===== config.mk =====
export PLATFORM = sky130hd
export DESIGN_NAME = cbsr_regs
export DESIGN_NICKNAME = d
export VERILOG_FILES = /design/src/hdl/cbsr_pkg.sv /design/src/hdl/cbsr_dma_decode.sv /design/src/hdl/cbsr_regs.sv
export VERILOG_INCLUDE_DIRS = /design/src /design/src/hdl
export SDC_FILE = /design/constraint.sdc
export NUM_CORES = 1
export LEC_CHECK = 0
export ABC_CLOCK_PERIOD_IN_PS = 2300
export BUFFER_PORTS_ARGS = -buffer_cell sky130_fd_sc_hd__buf_2
export CAP_MARGIN = 20
export CORE_AREA = 2 2 105 117
export CTS_CLUSTER_DIAMETER = 200
export DETAILED_ROUTE_END_ITERATION = 6
export DIE_AREA = 0 0 107 119
export PLACE_DENSITY = 0.75
export RECOVER_POWER = 100
export SLEW_MARGIN = 20
export SYNTH_ARGS = -nofsm -noshare
export SYNTH_HDL_FRONTEND = slang
export SYNTH_SLANG_ARGS = --single-unit

===== constraint.sdc =====
create_clock -name core_clk -period 2.3 [get_ports core_clk]
set_clock_uncertainty 0.2 [all_clocks]
set_input_delay 0.115 -clock core_clk [delete_from_list [all_inputs] [get_ports core_clk]]
set_output_delay 0.115 -clock core_clk [all_outputs]
set_load 0.02 [all_outputs]

===== src/hdl/cbsr_cfg.svh =====
/*
 * constants of the socket configuration register bank: offsets, field
 * positions, reset values and write masks.
 * assumes a configuration access port with dword addresses and byte enables.
 */
`ifndef CBSR_CFG_SVH
`define CBSR_CFG_SVH

`define CBSR_NUM_SOCK        2
`define CBSR_OFS_RETRY       8'h90
`define CBSR_OFS_CARD_CTRL   8'h91
`define CBSR_OFS_DEV_CTRL    8'h92
`define CBSR_OFS_FIFO_CTRL   8'h93
`define CBSR_OFS_DMA_REQ     8'h94
`define CBSR_OFS_DMA_BASE    8'h98

`define CBSR_RETRY_PCI_EN    7
`define CBSR_RETRY_CB_EN     6
`define CBSR_RETRY_FLAGS_W   6
`define CBSR_CC_RING_EN      7
`define CBSR_CC_ZOOM         6
`define CBSR_CC_PCI_INT_EN   5
`define CBSR_CC_FUNC_ROUTE   4
`define CBSR_CC_CSC_ROUTE    3
`define CBSR_CC_SPKR_SEL     1
`define CBSR_CC_IFG          0
`define CBSR_DC_5V           6
`define CBSR_DC_3V           5

`define CBSR_DEV_CTRL_RST    8'h70
`define CBSR_DEV_CTRL_WMASK  8'h7e
`define CBSR_FIFO_WMASK      8'h1f
`define CBSR_CC_SOCK_WMASK   8'h7a
`define CBSR_DMA_BASE_MSB    15
`define CBSR_DMA_BASE_LSB    4
`define CBSR_IO_UPPER_W      16

`endif


===== src/hdl/cbsr_pkg.sv =====
/*
 * types of the socket configuration register bank.
 * assumes nothing beyond the constants header.
 */
package cbsr_pkg;
    typedef enum logic [1:0] {
        CBSR_IRQ_NONE   = 2'h0,
        CBSR_IRQ_ISA    = 2'h1,
        CBSR_IRQ_SERIAL = 2'h2,
        CBSR_IRQ_RSVD   = 2'h3
    } cbsr_irq_mode_e;

    typedef enum logic [1:0] {
        CBSR_DREQ_OFF   = 2'h0,
        CBSR_DREQ_SPKR  = 2'h1,
        CBSR_DREQ_INPK  = 2'h2,
        CBSR_DREQ_RSVD  = 2'h3
    } cbsr_dreq_pin_e;

    typedef enum logic [1:0] {
        CBSR_DMA_8BIT   = 2'h0,
        CBSR_DMA_16BIT  = 2'h1,
        CBSR_DMA_RSVD2  = 2'h2,
        CBSR_DMA_RSVD3  = 2'h3
    } cbsr_dma_width_e;

    typedef logic [11:0] cbsr_dma_base_t;
endpackage : cbsr_pkg


===== src/hdl/cbsr_dma_decode.sv =====
/*
 * DMA register window decoder for one socket.
 * assumes io_addr/io_valid are synchronous to core_clk; answers one cycle later.
 */
`timescale 1ns/1ps
`include "cbsr_cfg.svh"

module cbsr_dma_decode (
    input  wire logic                    core_clk,
    input  wire logic                    srst,
    input  wire cbsr_pkg::cbsr_dma_base_t base,
    input  wire logic                    decode_en,
    input  wire logic [31:0]             io_addr,
    input  wire logic                    io_valid,
    output logic                         hit
);
    logic upper_zero;
    logic hit_next;

    assign upper_zero = (io_addr[31:`CBSR_IO_UPPER_W] == 16'h0000);
    // decode gated by enable; low nibble is don't-care inside the 16-byte window
    assign hit_next = io_valid & decode_en & upper_zero &
        (io_addr[`CBSR_DMA_BASE_MSB:`CBSR_DMA_BASE_LSB] == base);

    always_ff @(posedge core_clk) begin
        if (srst) begin
            hit <= 1'b0;
        end else begin
            hit <= hit_next;
        end
    end
endmodule : cbsr_dma_decode


===== src/hdl/cbsr_regs.sv =====
/*
 * socket configuration register bank: retry status, per-socket card
 * control, shared device and FIFO control, per-socket DMA registers.
 * assumes a configuration port in core_clk: cfg_func picks the socket's
 * function, cfg_addr is a byte offset of a dword, cfg_be picks lanes.
 */
`timescale 1ns/1ps
`include "cbsr_cfg.svh"

module cbsr_regs (
    input  wire logic                   core_clk,
    input  wire logic                   srst,
    input  wire logic                   cfg_func,
    input  wire logic [7:0]             cfg_addr,
    input  wire logic [3:0]             cfg_be,
    input  wire logic                   cfg_wr,
    input  wire logic                   cfg_rd,
    input  wire logic [31:0]            cfg_wdata,
    output logic [31:0]                 cfg_rdata,
    output logic                        cfg_rvalid,
    input  wire logic [5:0]             retry_expire_in,
    output logic                        retry_pci_count_en,
    output logic                        retry_cb_count_en,
    input  wire logic [1:0]             card_func_irq,
    input  wire logic [1:0]             card_status_change,
    input  wire logic                   ring_indicate_in,
    input  wire logic [1:0]             card_spkr,
    output logic [1:0]                  int_pin_out,
    output logic [1:0]                  int_pin_oe_n,
    output logic                        ring_pin_mode,
    output logic                        ring_indicate_output,
    output logic                        host_speaker_output,
    output logic [1:0]                  suspend_mode_en,
    output logic [1:0]                  zoom_video_en,
    output logic                        sock_5v_capable,
    output logic                        sock_3v_capable,
    output cbsr_pkg::cbsr_irq_mode_e    irq_signal_mode,
    output logic [3:0]                  fifo_one_deep,
    output logic [3:0]                  dreq_pin_sel,
    output logic [3:0]                  dma_width_sel,
    input  wire logic [31:0]            io_addr,
    input  wire logic                   io_valid,
    output logic [1:0]                  dma_io_hit
);
    localparam int NS = `CBSR_NUM_SOCK;

    logic [1:0]  retry_en_reg;
    logic [5:0]  retry_flag_reg;
    logic [5:0]  retry_flag_next;
    logic [5:0]  retry_set;
    logic        ring_en_reg;
    logic [7:0]  card_ctrl_reg [NS];
    logic [7:0]  dev_ctrl_reg;
    logic [7:0]  fifo_ctrl_reg;
    logic [1:0]  dma_req_reg   [NS];
    logic [11:0] dma_base_reg  [NS];
    logic [1:0]  dma_width_reg [NS];
    logic [NS-1:0] dma_dec_en_reg;
    logic        wr_ctrl;
    logic        wr_dma_req;
    logic        wr_dma_base;
    logic [31:0] rdata_next;
    logic [1:0]  int_assert;
    logic [1:0]  spkr_route;

    assign wr_ctrl     = cfg_wr & (cfg_addr == `CBSR_OFS_RETRY);
    assign wr_dma_req  = cfg_wr & (cfg_addr == `CBSR_OFS_DMA_REQ);
    assign wr_dma_base = cfg_wr & (cfg_addr == `CBSR_OFS_DMA_BASE);

    assign retry_set = retry_expire_in &
        {{4{retry_en_reg[0]}}, {2{retry_en_reg[1]}}};

    always_comb begin
        retry_flag_next = retry_flag_reg;
        if (wr_ctrl && cfg_be[0]) begin
            retry_flag_next = retry_flag_reg & ~cfg_wdata[5:0];
        end
        retry_flag_next = retry_flag_next | retry_set;
    end

    always_ff @(posedge core_clk) begin
        if (srst) begin
            retry_en_reg   <= 2'h0;
            retry_flag_reg <= 6'h00;
        end else begin
            if (wr_ctrl && cfg_be[0]) begin
                retry_en_reg <= cfg_wdata[`CBSR_RETRY_PCI_EN:`CBSR_RETRY_CB_EN];
            end
            retry_flag_reg <= retry_flag_next;
        end
    end

    always_ff @(posedge core_clk) begin
        if (srst) begin
            ring_en_reg <= 1'b0;
        end else if (wr_ctrl && cfg_be[1]) begin
            ring_en_reg <= cfg_wdata[8 + `CBSR_CC_RING_EN];
        end
    end

    // shared device control; bits 7 and 0 stay zero
    always_ff @(posedge core_clk) begin
        if (srst) begin
            dev_ctrl_reg <= `CBSR_DEV_CTRL_RST;
        end else if (wr_ctrl && cfg_be[2]) begin
            dev_ctrl_reg <= cfg_wdata[23:16] & `CBSR_DEV_CTRL_WMASK;
        end
    end

    // FIFO depth bits, top three read zero
    always_ff @(posedge core_clk) begin
        if (srst) begin
            fifo_ctrl_reg <= 8'h00;
        end else if (wr_ctrl && cfg_be[3]) begin
            fifo_ctrl_reg <= cfg_wdata[31:24] & `CBSR_FIFO_WMASK;
        end
    end

    genvar s;
    generate
        for (s = 0; s < NS; s++) begin : g_sock
            logic sel;
            assign sel = (cfg_func == s[0]);

            // per-socket card control, bit 2 held zero
            always_ff @(posedge core_clk) begin
                if (srst) begin
                    card_ctrl_reg[s] <= 8'h00;
                end else begin
                    if (wr_ctrl && cfg_be[1] && sel) begin
                        card_ctrl_reg[s][6:1] <= cfg_wdata[14:9] & 6'h3d;
                        card_ctrl_reg[s][0]   <= card_func_irq[s] |
                            (card_ctrl_reg[s][0] & ~cfg_wdata[8]);
                    end else begin
                        card_ctrl_reg[s][0] <= card_ctrl_reg[s][0] | card_func_irq[s];
                    end
                    card_ctrl_reg[s][7] <= 1'b0;
                end
            end

            always_ff @(posedge core_clk) begin
                if (srst) begin
                    dma_req_reg[s]    <= 2'h0;
                    dma_base_reg[s]   <= 12'h000;
                    dma_width_reg[s]  <= 2'h0;
                    dma_dec_en_reg[s] <= 1'b0;
                end else begin
                    if (wr_dma_req && sel && cfg_be[0]) begin
                        dma_req_reg[s] <= cfg_wdata[1:0];
                    end
                    if (wr_dma_base && sel && cfg_be[0]) begin
                        dma_base_reg[s][3:0] <= cfg_wdata[7:4];
                        dma_width_reg[s]     <= cfg_wdata[2:1];
                        dma_dec_en_reg[s]    <= cfg_wdata[0];
                    end
                    if (wr_dma_base && sel && cfg_be[1]) begin
                        dma_base_reg[s][11:4] <= cfg_wdata[15:8];
                    end
                end
            end

            assign int_assert[s] = card_ctrl_reg[s][`CBSR_CC_PCI_INT_EN] &
                ((card_ctrl_reg[s][`CBSR_CC_FUNC_ROUTE] & card_func_irq[s]) |
                 (card_ctrl_reg[s][`CBSR_CC_CSC_ROUTE] & card_status_change[s]));
            assign spkr_route[s] = card_ctrl_reg[s][`CBSR_CC_SPKR_SEL] & card_spkr[s];

            always_ff @(posedge core_clk) begin
                if (srst) begin
                    int_pin_oe_n[s]    <= 1'b1;
                    int_pin_out[s]     <= 1'b0;
                    suspend_mode_en[s] <= 1'b1;
                    zoom_video_en[s]   <= 1'b0;
                    dreq_pin_sel[2*s +: 2]  <= 2'h0;
                    dma_width_sel[2*s +: 2] <= 2'h0;
                end else begin
                    // open-drain: pull low only while asserting
                    int_pin_oe_n[s]    <= ~int_assert[s];
                    int_pin_out[s]     <= 1'b0;
                    suspend_mode_en[s] <= ~card_ctrl_reg[s][`CBSR_CC_SPKR_SEL];
                    zoom_video_en[s]   <= card_ctrl_reg[s][`CBSR_CC_ZOOM];
                    dreq_pin_sel[2*s +: 2]  <= dma_req_reg[s];
                    dma_width_sel[2*s +: 2] <= dma_width_reg[s];
                end
            end

            cbsr_dma_decode u_dec (
                .core_clk  (core_clk),
                .srst      (srst),
                .base      (dma_base_reg[s]),
                .decode_en (dma_dec_en_reg[s]),
                .io_addr   (io_addr),
                .io_valid  (io_valid),
                .hit       (dma_io_hit[s])
            );
        end
    endgenerate

    // reserved bits read zero; unmapped dwords read zero
    always_comb begin
        rdata_next = 32'h0000_0000;
        unique case (cfg_addr)
            `CBSR_OFS_RETRY: begin
                rdata_next = {fifo_ctrl_reg, dev_ctrl_reg,
                    ring_en_reg, card_ctrl_reg[cfg_func][6:0],
                    retry_en_reg, retry_flag_reg};
            end
            `CBSR_OFS_DMA_REQ: begin
                rdata_next = {30'h0000_0000, dma_req_reg[cfg_func]};
            end
            `CBSR_OFS_DMA_BASE: begin
                rdata_next = {16'h0000, dma_base_reg[cfg_func], 1'b0,
                    dma_width_reg[cfg_func], dma_dec_en_reg[cfg_func]};
            end
            default: begin
                rdata_next = 32'h0000_0000;
            end
        endcase
    end

    always_ff @(posedge core_clk) begin
        if (srst) begin
            cfg_rdata  <= 32'h0000_0000;
            cfg_rvalid <= 1'b0;
        end else begin
            cfg_rvalid <= cfg_rd;
            if (cfg_rd) begin
                cfg_rdata <= rdata_next;
            end
        end
    end

    // shared outputs
    always_ff @(posedge core_clk) begin
        if (srst) begin
            retry_pci_count_en   <= 1'b0;
            retry_cb_count_en    <= 1'b0;
            ring_pin_mode        <= 1'b0;
            ring_indicate_output <= 1'b0;
            host_speaker_output  <= 1'b0;
            sock_5v_capable      <= 1'b1;
            sock_3v_capable      <= 1'b1;
            irq_signal_mode      <= cbsr_pkg::CBSR_IRQ_NONE;
            fifo_one_deep        <= 4'h0;
        end else begin
            retry_pci_count_en   <= retry_en_reg[1];
            retry_cb_count_en    <= retry_en_reg[0];
            ring_pin_mode        <= ring_en_reg;
            ring_indicate_output <= ring_en_reg & ring_indicate_in;
            host_speaker_output  <= |spkr_route;
            sock_5v_capable      <= dev_ctrl_reg[`CBSR_DC_5V];
            sock_3v_capable      <= dev_ctrl_reg[`CBSR_DC_3V];
            irq_signal_mode      <= cbsr_pkg::cbsr_irq_mode_e'(dev_ctrl_reg[2:1]);
            fifo_one_deep        <= fifo_ctrl_reg[3:0];
        end
    end
endmodule : cbsr_regs


# After elaboration in Yosys (flattened, before gate mapping)

Memory sizes are Yosys's and may differ from the RTL's. A register that Yosys moved wholly into a read port is not among the register bits.
Index checks and enable logic that the tools add are counted.

Memories kept: 4
Memory bits (writable): 44
Input bits: 95
Output and inout port bits: 64
Register bits: 76

Memory list:

| name          | words | width | read ports | clocked after Yosys merged registers in | wr ports | line            | source |
|---|---|---|---|---|---|---|---|
| dma_base_reg  | 2     | 12    | 3          | 0                                       | 2        | cbsr_regs.sv:56 | `logic [11:0] dma_base_reg [NS];` |
| card_ctrl_reg | 2     | 6     | 3          | 0                                       | 2        | cbsr_regs.sv:52 | `logic [7:0] card_ctrl_reg [NS];` |
| dma_req_reg   | 2     | 2     | 3          | 2                                       | 2        | cbsr_regs.sv:55 | `logic [1:0] dma_req_reg [NS];` |
| dma_width_reg | 2     | 2     | 3          | 2                                       | 2        | cbsr_regs.sv:57 | `logic [1:0] dma_width_reg [NS];` |

Mux-type cells: 50
$lt $le $gt $ge: 1
Equal/unequal tests: 5
Bitwise gates (word level): 50
Reductions and logical operators: 18

Operators with widths:

| operator                                                             | count |
|---|---|
| 29-bit case mux with 3 select lines                                  | 1 |
| 1-bit two-way mux                                                    | 38 |
| 12-bit == test                                                       | 2 |
| 8-bit == test, second input constant                                 | 3 |
| 1-bit AND                                                            | 20 |
| 1-bit bitwise OR                                                     | 20 |
| 1-bit logical AND                                                    | 16 |
| 16-bit logical NOT                                                   | 1 |
| 8-bit two-way mux                                                    | 2 |
| 6-bit AND                                                            | 2 |
| 5-bit two-way mux                                                    | 2 |
| 2-bit two-way mux                                                    | 4 |
| 4-bit two-way mux                                                    | 2 |
| 6-bit two-way mux                                                    | 1 |
| 1-bit inverter                                                       | 6 |
| 6-bit inverter                                                       | 1 |
| 6-bit bitwise OR                                                     | 1 |
| 1-bit by 2-bit < comparator with 1-bit output, second input constant | 1 |
| 2-bit OR reduction                                                   | 1 |

# Depth between registers and ports, before layout

Gate-level depths: netlist of the first run.

Depth in word-level cells: 9
Depth in mapped cells: 7
Mapped depth without buffers: 5

# Cells and area by module

From an unflattened synthesis of the first run, not the netlist that was laid out.

Cell total of the unflattened synthesis: 475
Area, all modules: 5196.2 sq um

By module, submodules not included:

| module          | seq. area each (sq um) | cells an instance | area each (sq um) | times used |
|---|---|---|---|---|
| cbsr_regs       | 2862.7                 | 423               | 4795.8            | 1 |
| cbsr_dma_decode | 20.0                   | 26                | 200.2             | 2 |

# Worst setup path before layout of the first run

No wires, ideal clock.

Path type: input to register
From: input port cfg_addr[6]
To: memory card_ctrl_reg[0][1] in the netlist's numbering, enable pin
Setup slack: 0.018 ns
Arrival time: 1.708 ns
Library setup time: 0.374 ns
Stages on the path: 5
Cell sequence: or4b_4 > buf_6 > or3_1 > buf_6 > o21ai_0

RTL lines:

| element     | line            | source |
|---|---|---|
| from (decl) | cbsr_regs.sv:14 | `input wire logic [7:0] cfg_addr,` |
| to (decl)   | cbsr_regs.sv:52 |  |

# Worst setup path in the final report of the first run

From: input port cfg_addr[6]
To: register dev_ctrl_reg[5]

Cells in the longest elaborated chain, start to end: 3

Ends and longest elaborated chain:

| element              | line             | source |
|---|---|---|
| 8-bit == test        | -                |  |
| 1-bit AND            | cbsr_regs.sv:66  | `` assign wr_ctrl = cfg_wr & (cfg_addr == `CBSR_OFS_RETRY); `` |
| 1-bit logical AND    | cbsr_regs.sv:105 | `end else if (wr_ctrl && cfg_be[2]) begin` |
| to (signal assigned) | cbsr_regs.sv:104 | `` dev_ctrl_reg <= `CBSR_DEV_CTRL_RST; `` |
| to (signal assigned) | cbsr_regs.sv:106 | `` dev_ctrl_reg <= cfg_wdata[23:16] & `CBSR_DEV_CTRL_WMASK; `` |
| to (decl)            | cbsr_regs.sv:53  | `logic [7:0] dev_ctrl_reg;` |

Every way passes these cells.
A chain may end at the register's enable or synchronous reset.

==> results by group, run 1 <==
Setup path
  – Worst r2r path cells: 5
  – WP data required: 2.40 ns
  – Startpoint class of the critical path: input pin
  – Critical Path Sink Type: register
  – WS Path Type: in -> reg
  – Crit path buffers/inverters: 3
  – R2R Path Start: dma_base_reg[1][7]
  – R2r endpoint: g_sock[1].u_dec.hit
  – Slowest CP cell: dlygate4sd3_1
  – Worst-path maximum fanout: 9
  – Most frequent cell on the critical path: clkbuf_1
  – Critical path's top delay family: simple AND/OR/NAND/NOR gates
  – WP data arrival: 2.29 ns
  – Slowest stage delay, CP: 0.56 ns
  – Critical Path, Cell by Cell: clkbuf_1 -> or4b_4 -> clkbuf_1 -> or4_4 -> nor3_1 -> a21oi_1 -> dlygate4sd3_1
  – R2R Setup Slk: around 0.17 ns

Route
  – DRC Markers: 0
  – Routed Antenna Nets: 0
  – Drt pass-1 iters: 5
  – Via count: between 4000 and 5000
  – Vias per inst: 5.11
  – Iter 0 DRT Violations: around 250
  – Drt wl/cell: about 17 um
  – Final wirelength: around 14 mm

GRT
  – First-pass GRT wire length: 22.0 mm
  – GRT Overall Usage: 22.8%
  – Vias in the first global route: 4503
  – Overflow after GRT: 0
  – Largest net degree at the start of global routing: slightly below 50
  – Initial antenna violation count: 0

Logic synthesis
  – Cell count after synthesis: around 480
  – Post-synth EDFFs: 44
  – #FFs+latches synth: between 100 and 150
  – Synth Flop Type: dfxtp_1
  – Register area share after synthesis: 55.6%
  – Netlist cell types: 47
  – Avg Cell Area, Syn: roughly 11 sq um
  – Post-Syn Area: 0.00523 sq mm
  – Synthesis warning total: 0
  – FFs w/ async S/R, synth: 0%

STA
  – Fin. max-slew vios: 0
  – Total negative slack: 0 ns
  – Slew margin rel.: 62.8%
  – RSZ-0062 raised after global routing: no
  – Count of final setup violators: 0
  – Hold Vio Cnt, Final: 0
  – Slew @ Worst Pin: approximately 0.55 ns
  – Tcrit/Tclk final: a little over nine tenths
  – Max Freq: roughly 0.46 GHz
  – Final Critical Period: about 2.2 ns

Power and ir drop
  – Cell Int Power: between 0.003 and 0.004 W
  – Worst VDD drop: 0.420 mV
  – Switching Fraction: between 20% and 30%
  – Leakage: 2.83 nW
  – Switching power total: ~0.0013 W
  – Gate power share: 8.2%
  – Clock network fraction of total power: a little under half
  – Total power: about 0.0052 W
  – Pwr dens: 737 mW/mm^2
  – Sequential power share: between 40% and 50%

Floorplan
  – Full die area: 0.0127 sq mm
  – Die height: ~120 um
  – Initial Utilization: between 40% and 50%
  – Core area: 0.0117 sq mm
  – Die Width: between 100 and 150 um
  – Io pins: about 160
  – Row cnt: 42

Clock network
  – Latest clock arrival within the worst-skew pair: about 0.41 ns
  – H-tree depth: 4
  – CTS tree: yes
  – Clock slew at reported path FFs: around 0.060 ns
  – Worst-case clock buffer depth: 2
  – Root Buffer Master: clkbuf_16
  – CTS buffer count: 17
  – CTS sink count: 123

Layout
  – Max FFs per register: 27
  – Finished Layout Cells: between 800 and 900
  – Layout Area Growth over Synthesis: 35.9%
  – Share of cells above drive strength 1: 19.9%
  – Diode count: 0
  – Nets: approximately 800
  – Cell area after layout: just over 0.007 sq mm
  – Fin util: 60.6%

Placement
  – Area of placed instances: between 0.006 and 0.007 sq mm
  – # port buffers: 142
  – Gpl congestion: approximately 0.86
  – Placed insts: about 760
  – HPWL after DPL: about 9.8 mm

Outcome
  – Status: completed

Hold path
  – Hold Startpoint: cfg_func
  – Hold depth: 2
  – Worst hold path type: in -> reg
  – Endpoint, Worst Hold: dma_req_reg[0][0]

Flow run
  – Max-cap violation count: 0
-- area by class of cell --
type	count	area, sq um
Multi-Input combinational cell	313	2080
Inverter	15	60.1
Clock inverter	12	90.1
Timing Repair Buffer	216	1310
Clock buffer	19	464
Tap cell	154	193
Sequential cell	123	2900
Fill cell	971	4620
-- power groups by stage --
| stage | sequential [W] | combinational (W) | clock (W) |
|---|---|---|---|
| floorplan | 0.00239 | 0.000189 | 0 |
| detailed placement | 0.00239 | 0.000368 | 0 |
| finish | 0.00234 | 0.000430 | 0.00246 |
| CTS | 0.00234 | 0.000433 | 0.00248 |
| global route | 0.00234 | 0.000464 | 0.00257 |
| global placement | 0.00238 | 0.000361 | 0 |
-- through the flow --
stage                     hold slack [ns]  setup slack (ns)
after global routing               0.0740            0.0358
after CTS                          0.0167            0.0350
after detailed placement            0.122            0.0753
after global placement              0.115             0.113
final                              0.0514             0.111
after floorplan                    0.0247            0.0178
-- cell families (layout without fill, tap and decap cells) --
kind of cell / count (synthesis) / after routing / share of synthesized area (%)
AO/OA/AOI/OAI: 64 / 64 / 8.17
AND/OR/NAND/NOR: 187 / 187 / 20.2
buffers and inverters: 48 / 262 / 4.86
other: 2 / 9 / 0.144
flip-flops: 123 / 123 / 55.6
XOR/XNOR: 24 / 24 / 4.02
multiplexers: 29 / 29 / 7.06
-- cell usage in the layout, fill, tap and decap left out, types with 23 or more instances in the layout --
cell            n
buf_2          83
dfxtp_1        79
clkbuf_1       67
dlygate4sd3_1  59
edfxtp_1       44
nor2_1         34
nand2_1        34
and2_0         27
nor2b_1        23
-- synth_stat cells (3+ instances only) --
cell type,instances,area share (%)
nor2_1,34,2.4
edfxtp_1,44,25
mux2_2,3,0.65
xor2_1,16,2.7
nand4b_1,3,0.50
clkbuf_1,15,1.1
inv_1,15,1.1
nor3_1,9,0.86
nand3_1,7,0.67
o21ai_0,13,1.2
nor4_1,9,1.1
and2_1,39,4.7
mux2i_1,20,3.8
nand2_1,34,2.4
xnor2_1,8,1.3
mux4_2,6,2.6
nor2b_1,23,2.8
a22o_1,14,2.3
and3_1,4,0.48
nand4_1,6,0.72
nand2b_1,5,0.60
a311oi_1,7,1.2
buf_4,9,1.3
buf_6,5,1.1
a21oi_1,20,1.9
dfxtp_1,79,30
-- repair_timing --
item                       4_1_cts  5_1_grt
hold endpoints to repair        78        0
setup endpoints to repair        0        3
gates resized for setup          0        3
hold buffers                    59        0
setup buffers                    0        0
-- per-layer routing --
| metal | track usage [%] | part of all wire, % | vias to the layer above |
|---|---|---|---|
| met1 | 25.9 | 39 | 2052 |
| met4 | 8.12 | 2.0 | 0 |
| met2 | 40.8 | 52 | 194 |
| met3 | 5.97 | 6.6 | 24 |
| li1 | - | - | 2083 |
| met5 | 0 | 0 | - |
-- worst max-delay path by stage --
stage	start	to	depth (start not counted)
floorplan	cfg_addr[6]	card_ctrl_reg[0][1]	5
global placement	cfg_addr[6]	card_ctrl_reg[0][5]	5
detailed placement	cfg_addr[6]	card_ctrl_reg[0][5]	5
CTS	srst	g_sock[1].u_dec.hit	7
global route	cfg_addr[6]	dev_ctrl_reg[6]	7
finish	cfg_addr[6]	dev_ctrl_reg[5]	7
(Power assumes the default switching activity.)
==> run 2, diff against run 1 <==
--- a/config.mk
+++ b/config.mk
@@ -6,13 +6,14 @@
 export SDC_FILE = /design/constraint.sdc
 export NUM_CORES = 1
 export LEC_CHECK = 0
+export ABC_AREA = 1
 export ABC_CLOCK_PERIOD_IN_PS = 2300
 export BUFFER_PORTS_ARGS = -buffer_cell sky130_fd_sc_hd__buf_2
 export CAP_MARGIN = 20
-export CORE_AREA = 2 2 105 117
+export CORE_AREA = 2 2 106 118
 export CTS_CLUSTER_DIAMETER = 200
 export DETAILED_ROUTE_END_ITERATION = 6
-export DIE_AREA = 0 0 107 119
+export DIE_AREA = 0 0 108 120
 export PLACE_DENSITY = 0.75
 export RECOVER_POWER = 100
 export SLEW_MARGIN = 20
==> run 2 against run 1 <==
  * Routed wire length rose by 9.0%
  * Hold slack got worse by 0.0043 ns
  * Sequential power barely moved
  * Synthesized cell count rose by 28%
  * Critical endpoint is now g_sock[0].u_dec.hit
  * Largest power group unchanged
==> results by group, run 2 <==
Logic synthesis
  – Synth Flop Type: dfxtp_1 (unchanged)
  – Synth top area share: 29.4% (was 30.3%)
  – Post-Syn Area: 0.00538 sq mm (was 0.00523 sq mm)
  – Ranking of synthesized cells by area: dfxtp_1 29%, edfxtp_1 25%, nand2_1 10% (was dfxtp_1 30%, edfxtp_1 25%, and2_1 4.7%)
  – Most common cell in the synthesized netlist: nand2_1 (was dfxtp_1)
  – Netlist cell types: 40 (was 47)
  – Avg Cell Area, Syn: 8.82 sq um (was 11.0 sq um)
  – Cell taking the most area after synthesis: dfxtp_1 (unchanged)
  – Synthesis warning total: 0 (unchanged)
  – FFs w/ async S/R, synth: 0% (unchanged)
  – #FFs+latches synth: 123 (unchanged)
  – Most instantiated cells after synthesis: 144 x nand2_1, 80 x nor2_1, 79 x dfxtp_1, 60 x inv_1, 44 x edfxtp_1 (was 79 x dfxtp_1, 44 x edfxtp_1, 39 x and2_1, 34 x nand2_1, 34 x nor2_1)
  – Post-synth EDFFs: 44 (unchanged)
  – Cell count after synthesis: 610 (was 477)
  – Register area share after synthesis: 53.9% (was 55.6%)

Setup path
  – Critical Path Sink Type: register (unchanged)
  – Worst-path maximum fanout: 2 (was 9)
  – R2R Path Start: dma_base_reg[0][0] (was dma_base_reg[1][7])
  – WP data required: 2.45 ns (was 2.40 ns)
  – Worst r2r path cells: 7 (was 5)
  – Startpoint class of the critical path: input pin (unchanged)
  – WP data arrival: 2.36 ns (was 2.29 ns)
  – R2R Setup Slk: 0.42 ns (was 0.17 ns)
  – R2r endpoint: g_sock[0].u_dec.hit (was g_sock[1].u_dec.hit)
  – WS Path Type: in -> reg (unchanged)

Power and ir drop
  – Clock network fraction of total power: 48.5% (was 47.0%)
  – Gate power share: 8.4% (was 8.2%)
  – Worst VDD drop: 0.379 mV (was 0.420 mV)
  – Cell Int Power: 0.00414 W (was 0.00398 W)
  – Leakage: 3.37 nW (was 2.83 nW)
  – Sequential power share: 43.1% (was 44.7%)
  – Total power: 0.00542 W (was 0.00523 W)
  – Switching Fraction: 23.6% (was 24.0%)
  – Pwr dens: 714 mW/mm^2 (was 737 mW/mm^2)
  – Switching power total: 0.00128 W (was 0.00126 W)

Floorplan
  – Io pins: 159 (unchanged)
  – Die height: 120 um (was 119 um)
  – Full die area: 0.0130 sq mm (was 0.0127 sq mm)
  – Die Width: 108 um (was 107 um)
  – Core area: 0.0118 sq mm (was 0.0117 sq mm)
  – Row cnt: 42 (unchanged)
  – Initial Utilization: 45.5% (was 44.6%)

Layout
  – Finished Layout Cells: 1024 (was 852)
  – Fin util: 64.2% (was 60.6%)
  – Commonest non-fill, non-tap cell in the layout: nand2_1 (was buf_2)
  – Layout Area Growth over Synthesis: 41.0% (was 35.9%)
  – Nets: 952 (was 781)
  – Layout filler cell count: 1002 (was 971)
  – Diode count: 0 (unchanged)
  – Commonest non-fill, non-tap cells in the layout: 146 x nand2_1, 98 x dlygate4sd3_1, 81 x buf_2 (was 83 x buf_2, 79 x dfxtp_1, 67 x clkbuf_1)
  – Share of cells above drive strength 1: 16.7% (was 19.9%)
  – Max FFs per register: 27 (unchanged)

Route
  – DRC Markers: 0 (unchanged)
  – Drt pass-1 iters: 5 (unchanged)
  – Iter 0 DRT Violations: 435 (was 254)
  – Via count: 5180 (was 4353)
  – Drt wl/cell: 15.2 um (was 16.7 um)
  – Final wirelength: 15.5 mm (was 14.3 mm)
  – Routed Antenna Nets: 0 (unchanged)
  – Vias per inst: 5.06 (was 5.11)

STA
  – Fin. max-slew vios: 0 (unchanged)
  – Tcrit/Tclk final: 96.0% (was 95.2%)
  – Slew @ Worst Pin: 0.827 ns (was 0.553 ns)
  – Max Freq: 0.453 GHz (was 0.457 GHz)
  – Hold Vio Cnt, Final: 0 (unchanged)
  – Slew margin rel.: 44.7% (was 62.8%)
  – Fin Hold WS: 0.0471 ns (was 0.0514 ns)
  – Final Critical Period: 2.21 ns (was 2.19 ns)
  – RSZ-0062 raised after global routing: no (unchanged)
  – Count of final setup violators: 0 (unchanged)
  – Total negative slack: 0 ns (unchanged)

Clock network
  – Worst-case clock buffer depth: 2 (unchanged)
  – CTS buffer count: 17 (unchanged)
  – CTS sink count: 123 (unchanged)
  – CTS tree: yes (unchanged)
  – Latest clock arrival within the worst-skew pair: 0.42 ns (was 0.41 ns)
  – Root Buffer Master: clkbuf_16 (unchanged)
  – Clock slew at reported path FFs: 0.06 ns (about the same)
  – H-tree depth: 4 (unchanged)

GRT
  – Met2 GRT Util: 41.8% (was 40.8%)
  – Largest net degree at the start of global routing: 42 (was 49)
  – Overflow after GRT: 0 (unchanged)
  – GRT met1 Usage: 29.3% (was 25.9%)
  – GRT Overall Usage: 24.6% (was 22.8%)
  – First-pass GRT wire length: 24.5 mm (was 22.0 mm)
  – M3 GR Usage: 5.81% (was 5.97%)
  – Most Crowded Layer GR: met2 (unchanged)
  – Initial antenna violation count: 0 (unchanged)
  – Vias in the first global route: 5097 (was 4503)

Hold path
  – Worst hold path type: in -> reg (unchanged)
  – Hold Startpoint: cfg_addr[2] (was cfg_func)
  – Hold depth: 7 (was 2)
  – Endpoint, Worst Hold: cfg_rdata[1] (was dma_req_reg[0][0])

Placement
  – Placed insts: 893 (was 762)
  – Gpl congestion: 0.913 (was 0.862)
  – HPWL after DPL: 10.4 mm (was 9.80 mm)
  – # port buffers: 142 (unchanged)

Outcome
  – Status: completed (unchanged)

Flow run
  – Max-cap violation count: 0 (unchanged)
[run 2: worst max path at each step]
stage | slack [ns] | to | startpoint
after floorplan | 0.47 | dma_base_reg[1][10] | cfg_addr[5]
after global routing | 0.0008 | g_sock[1].u_dec.hit | io_addr[22]
after global placement | 0.51 | dma_base_reg[0][0] | cfg_addr[1]
after detailed placement | 0.45 | dma_base_reg[0][2] | cfg_addr[1]
after CTS | 0.06 | g_sock[0].u_dec.hit | io_addr[22]
final | 0.09 | g_sock[0].u_dec.hit | io_addr[22]
[run 2: metal layers]
layer / share of wire (%) / wire length (um)
met5: 0 / 0
met4: 3.5 / 541
met3: 7.0 / 1090
met2: 49 / 7600
met1: 41 / 6300
[run 2: per-stage QoR]
stage	area [sq um]	setup slack (ns)
2_1_floorplan	5410	0.466
3_3_place_gp	6230	0.507
3_5_place_dp	6230	0.454
4_1_cts	7800	0.0556
5_1_grt	7590	0.000773
6_report	7590	0.0928
[run 2: cells by family (layout without fill, tap and decap cells)]
kind of cell | Yosys count | in the layout | synth area share (%)
AO/OA/AOI/OAI | 85 | 85 | 10.8
buffers and inverters | 101 | 354 | 8.39
XOR/XNOR | 11 | 11 | 1.79
AND/OR/NAND/NOR | 288 | 288 | 24.9
flip-flops | 123 | 123 | 53.9
other | 2 | 9 | 0.140
[run 2: power groups by stage]
stage          sequential [W]  clock (W)  combinational, W
2_1_floorplan         0.00239          0          0.000199
3_3_place_gp          0.00238          0          0.000363
3_5_place_dp          0.00238          0          0.000370
4_1_cts               0.00234    0.00264          0.000466
6_report              0.00234    0.00263          0.000456
5_1_grt               0.00234    0.00275          0.000496
[run 2: area by class of cell]
cell class	instances	area [sq um]	area share (%)
clock buffer	19	443	5.84
clock inverter	13	141	1.86
inverter	68	260	3.43
multi-input combinational	393	1930	25.5
sequential	123	2900	38.3
tap	154	193	2.54
timing repair buffer	254	1710	22.6
[run 2: worst max-delay path, stage by stage]
cell and delay, ns:
dlygate4sd3_1 0.53, buf_2 0.13, nor4_2 0.13, dlygate4sd3_1 0.57, nand2_1 0.04, dlygate4sd3_1 0.57, nor2_2 0.10, nand2_1 0.06
nor2_1 0.10
[run 2: what timing repair did]
action,in CTS,in global routing
endpoints found under the hold margin,80,0
hold buffers,99,0
endpoints found under the setup margin,0,6
buffers inserted,0,1
resized for setup,0,5
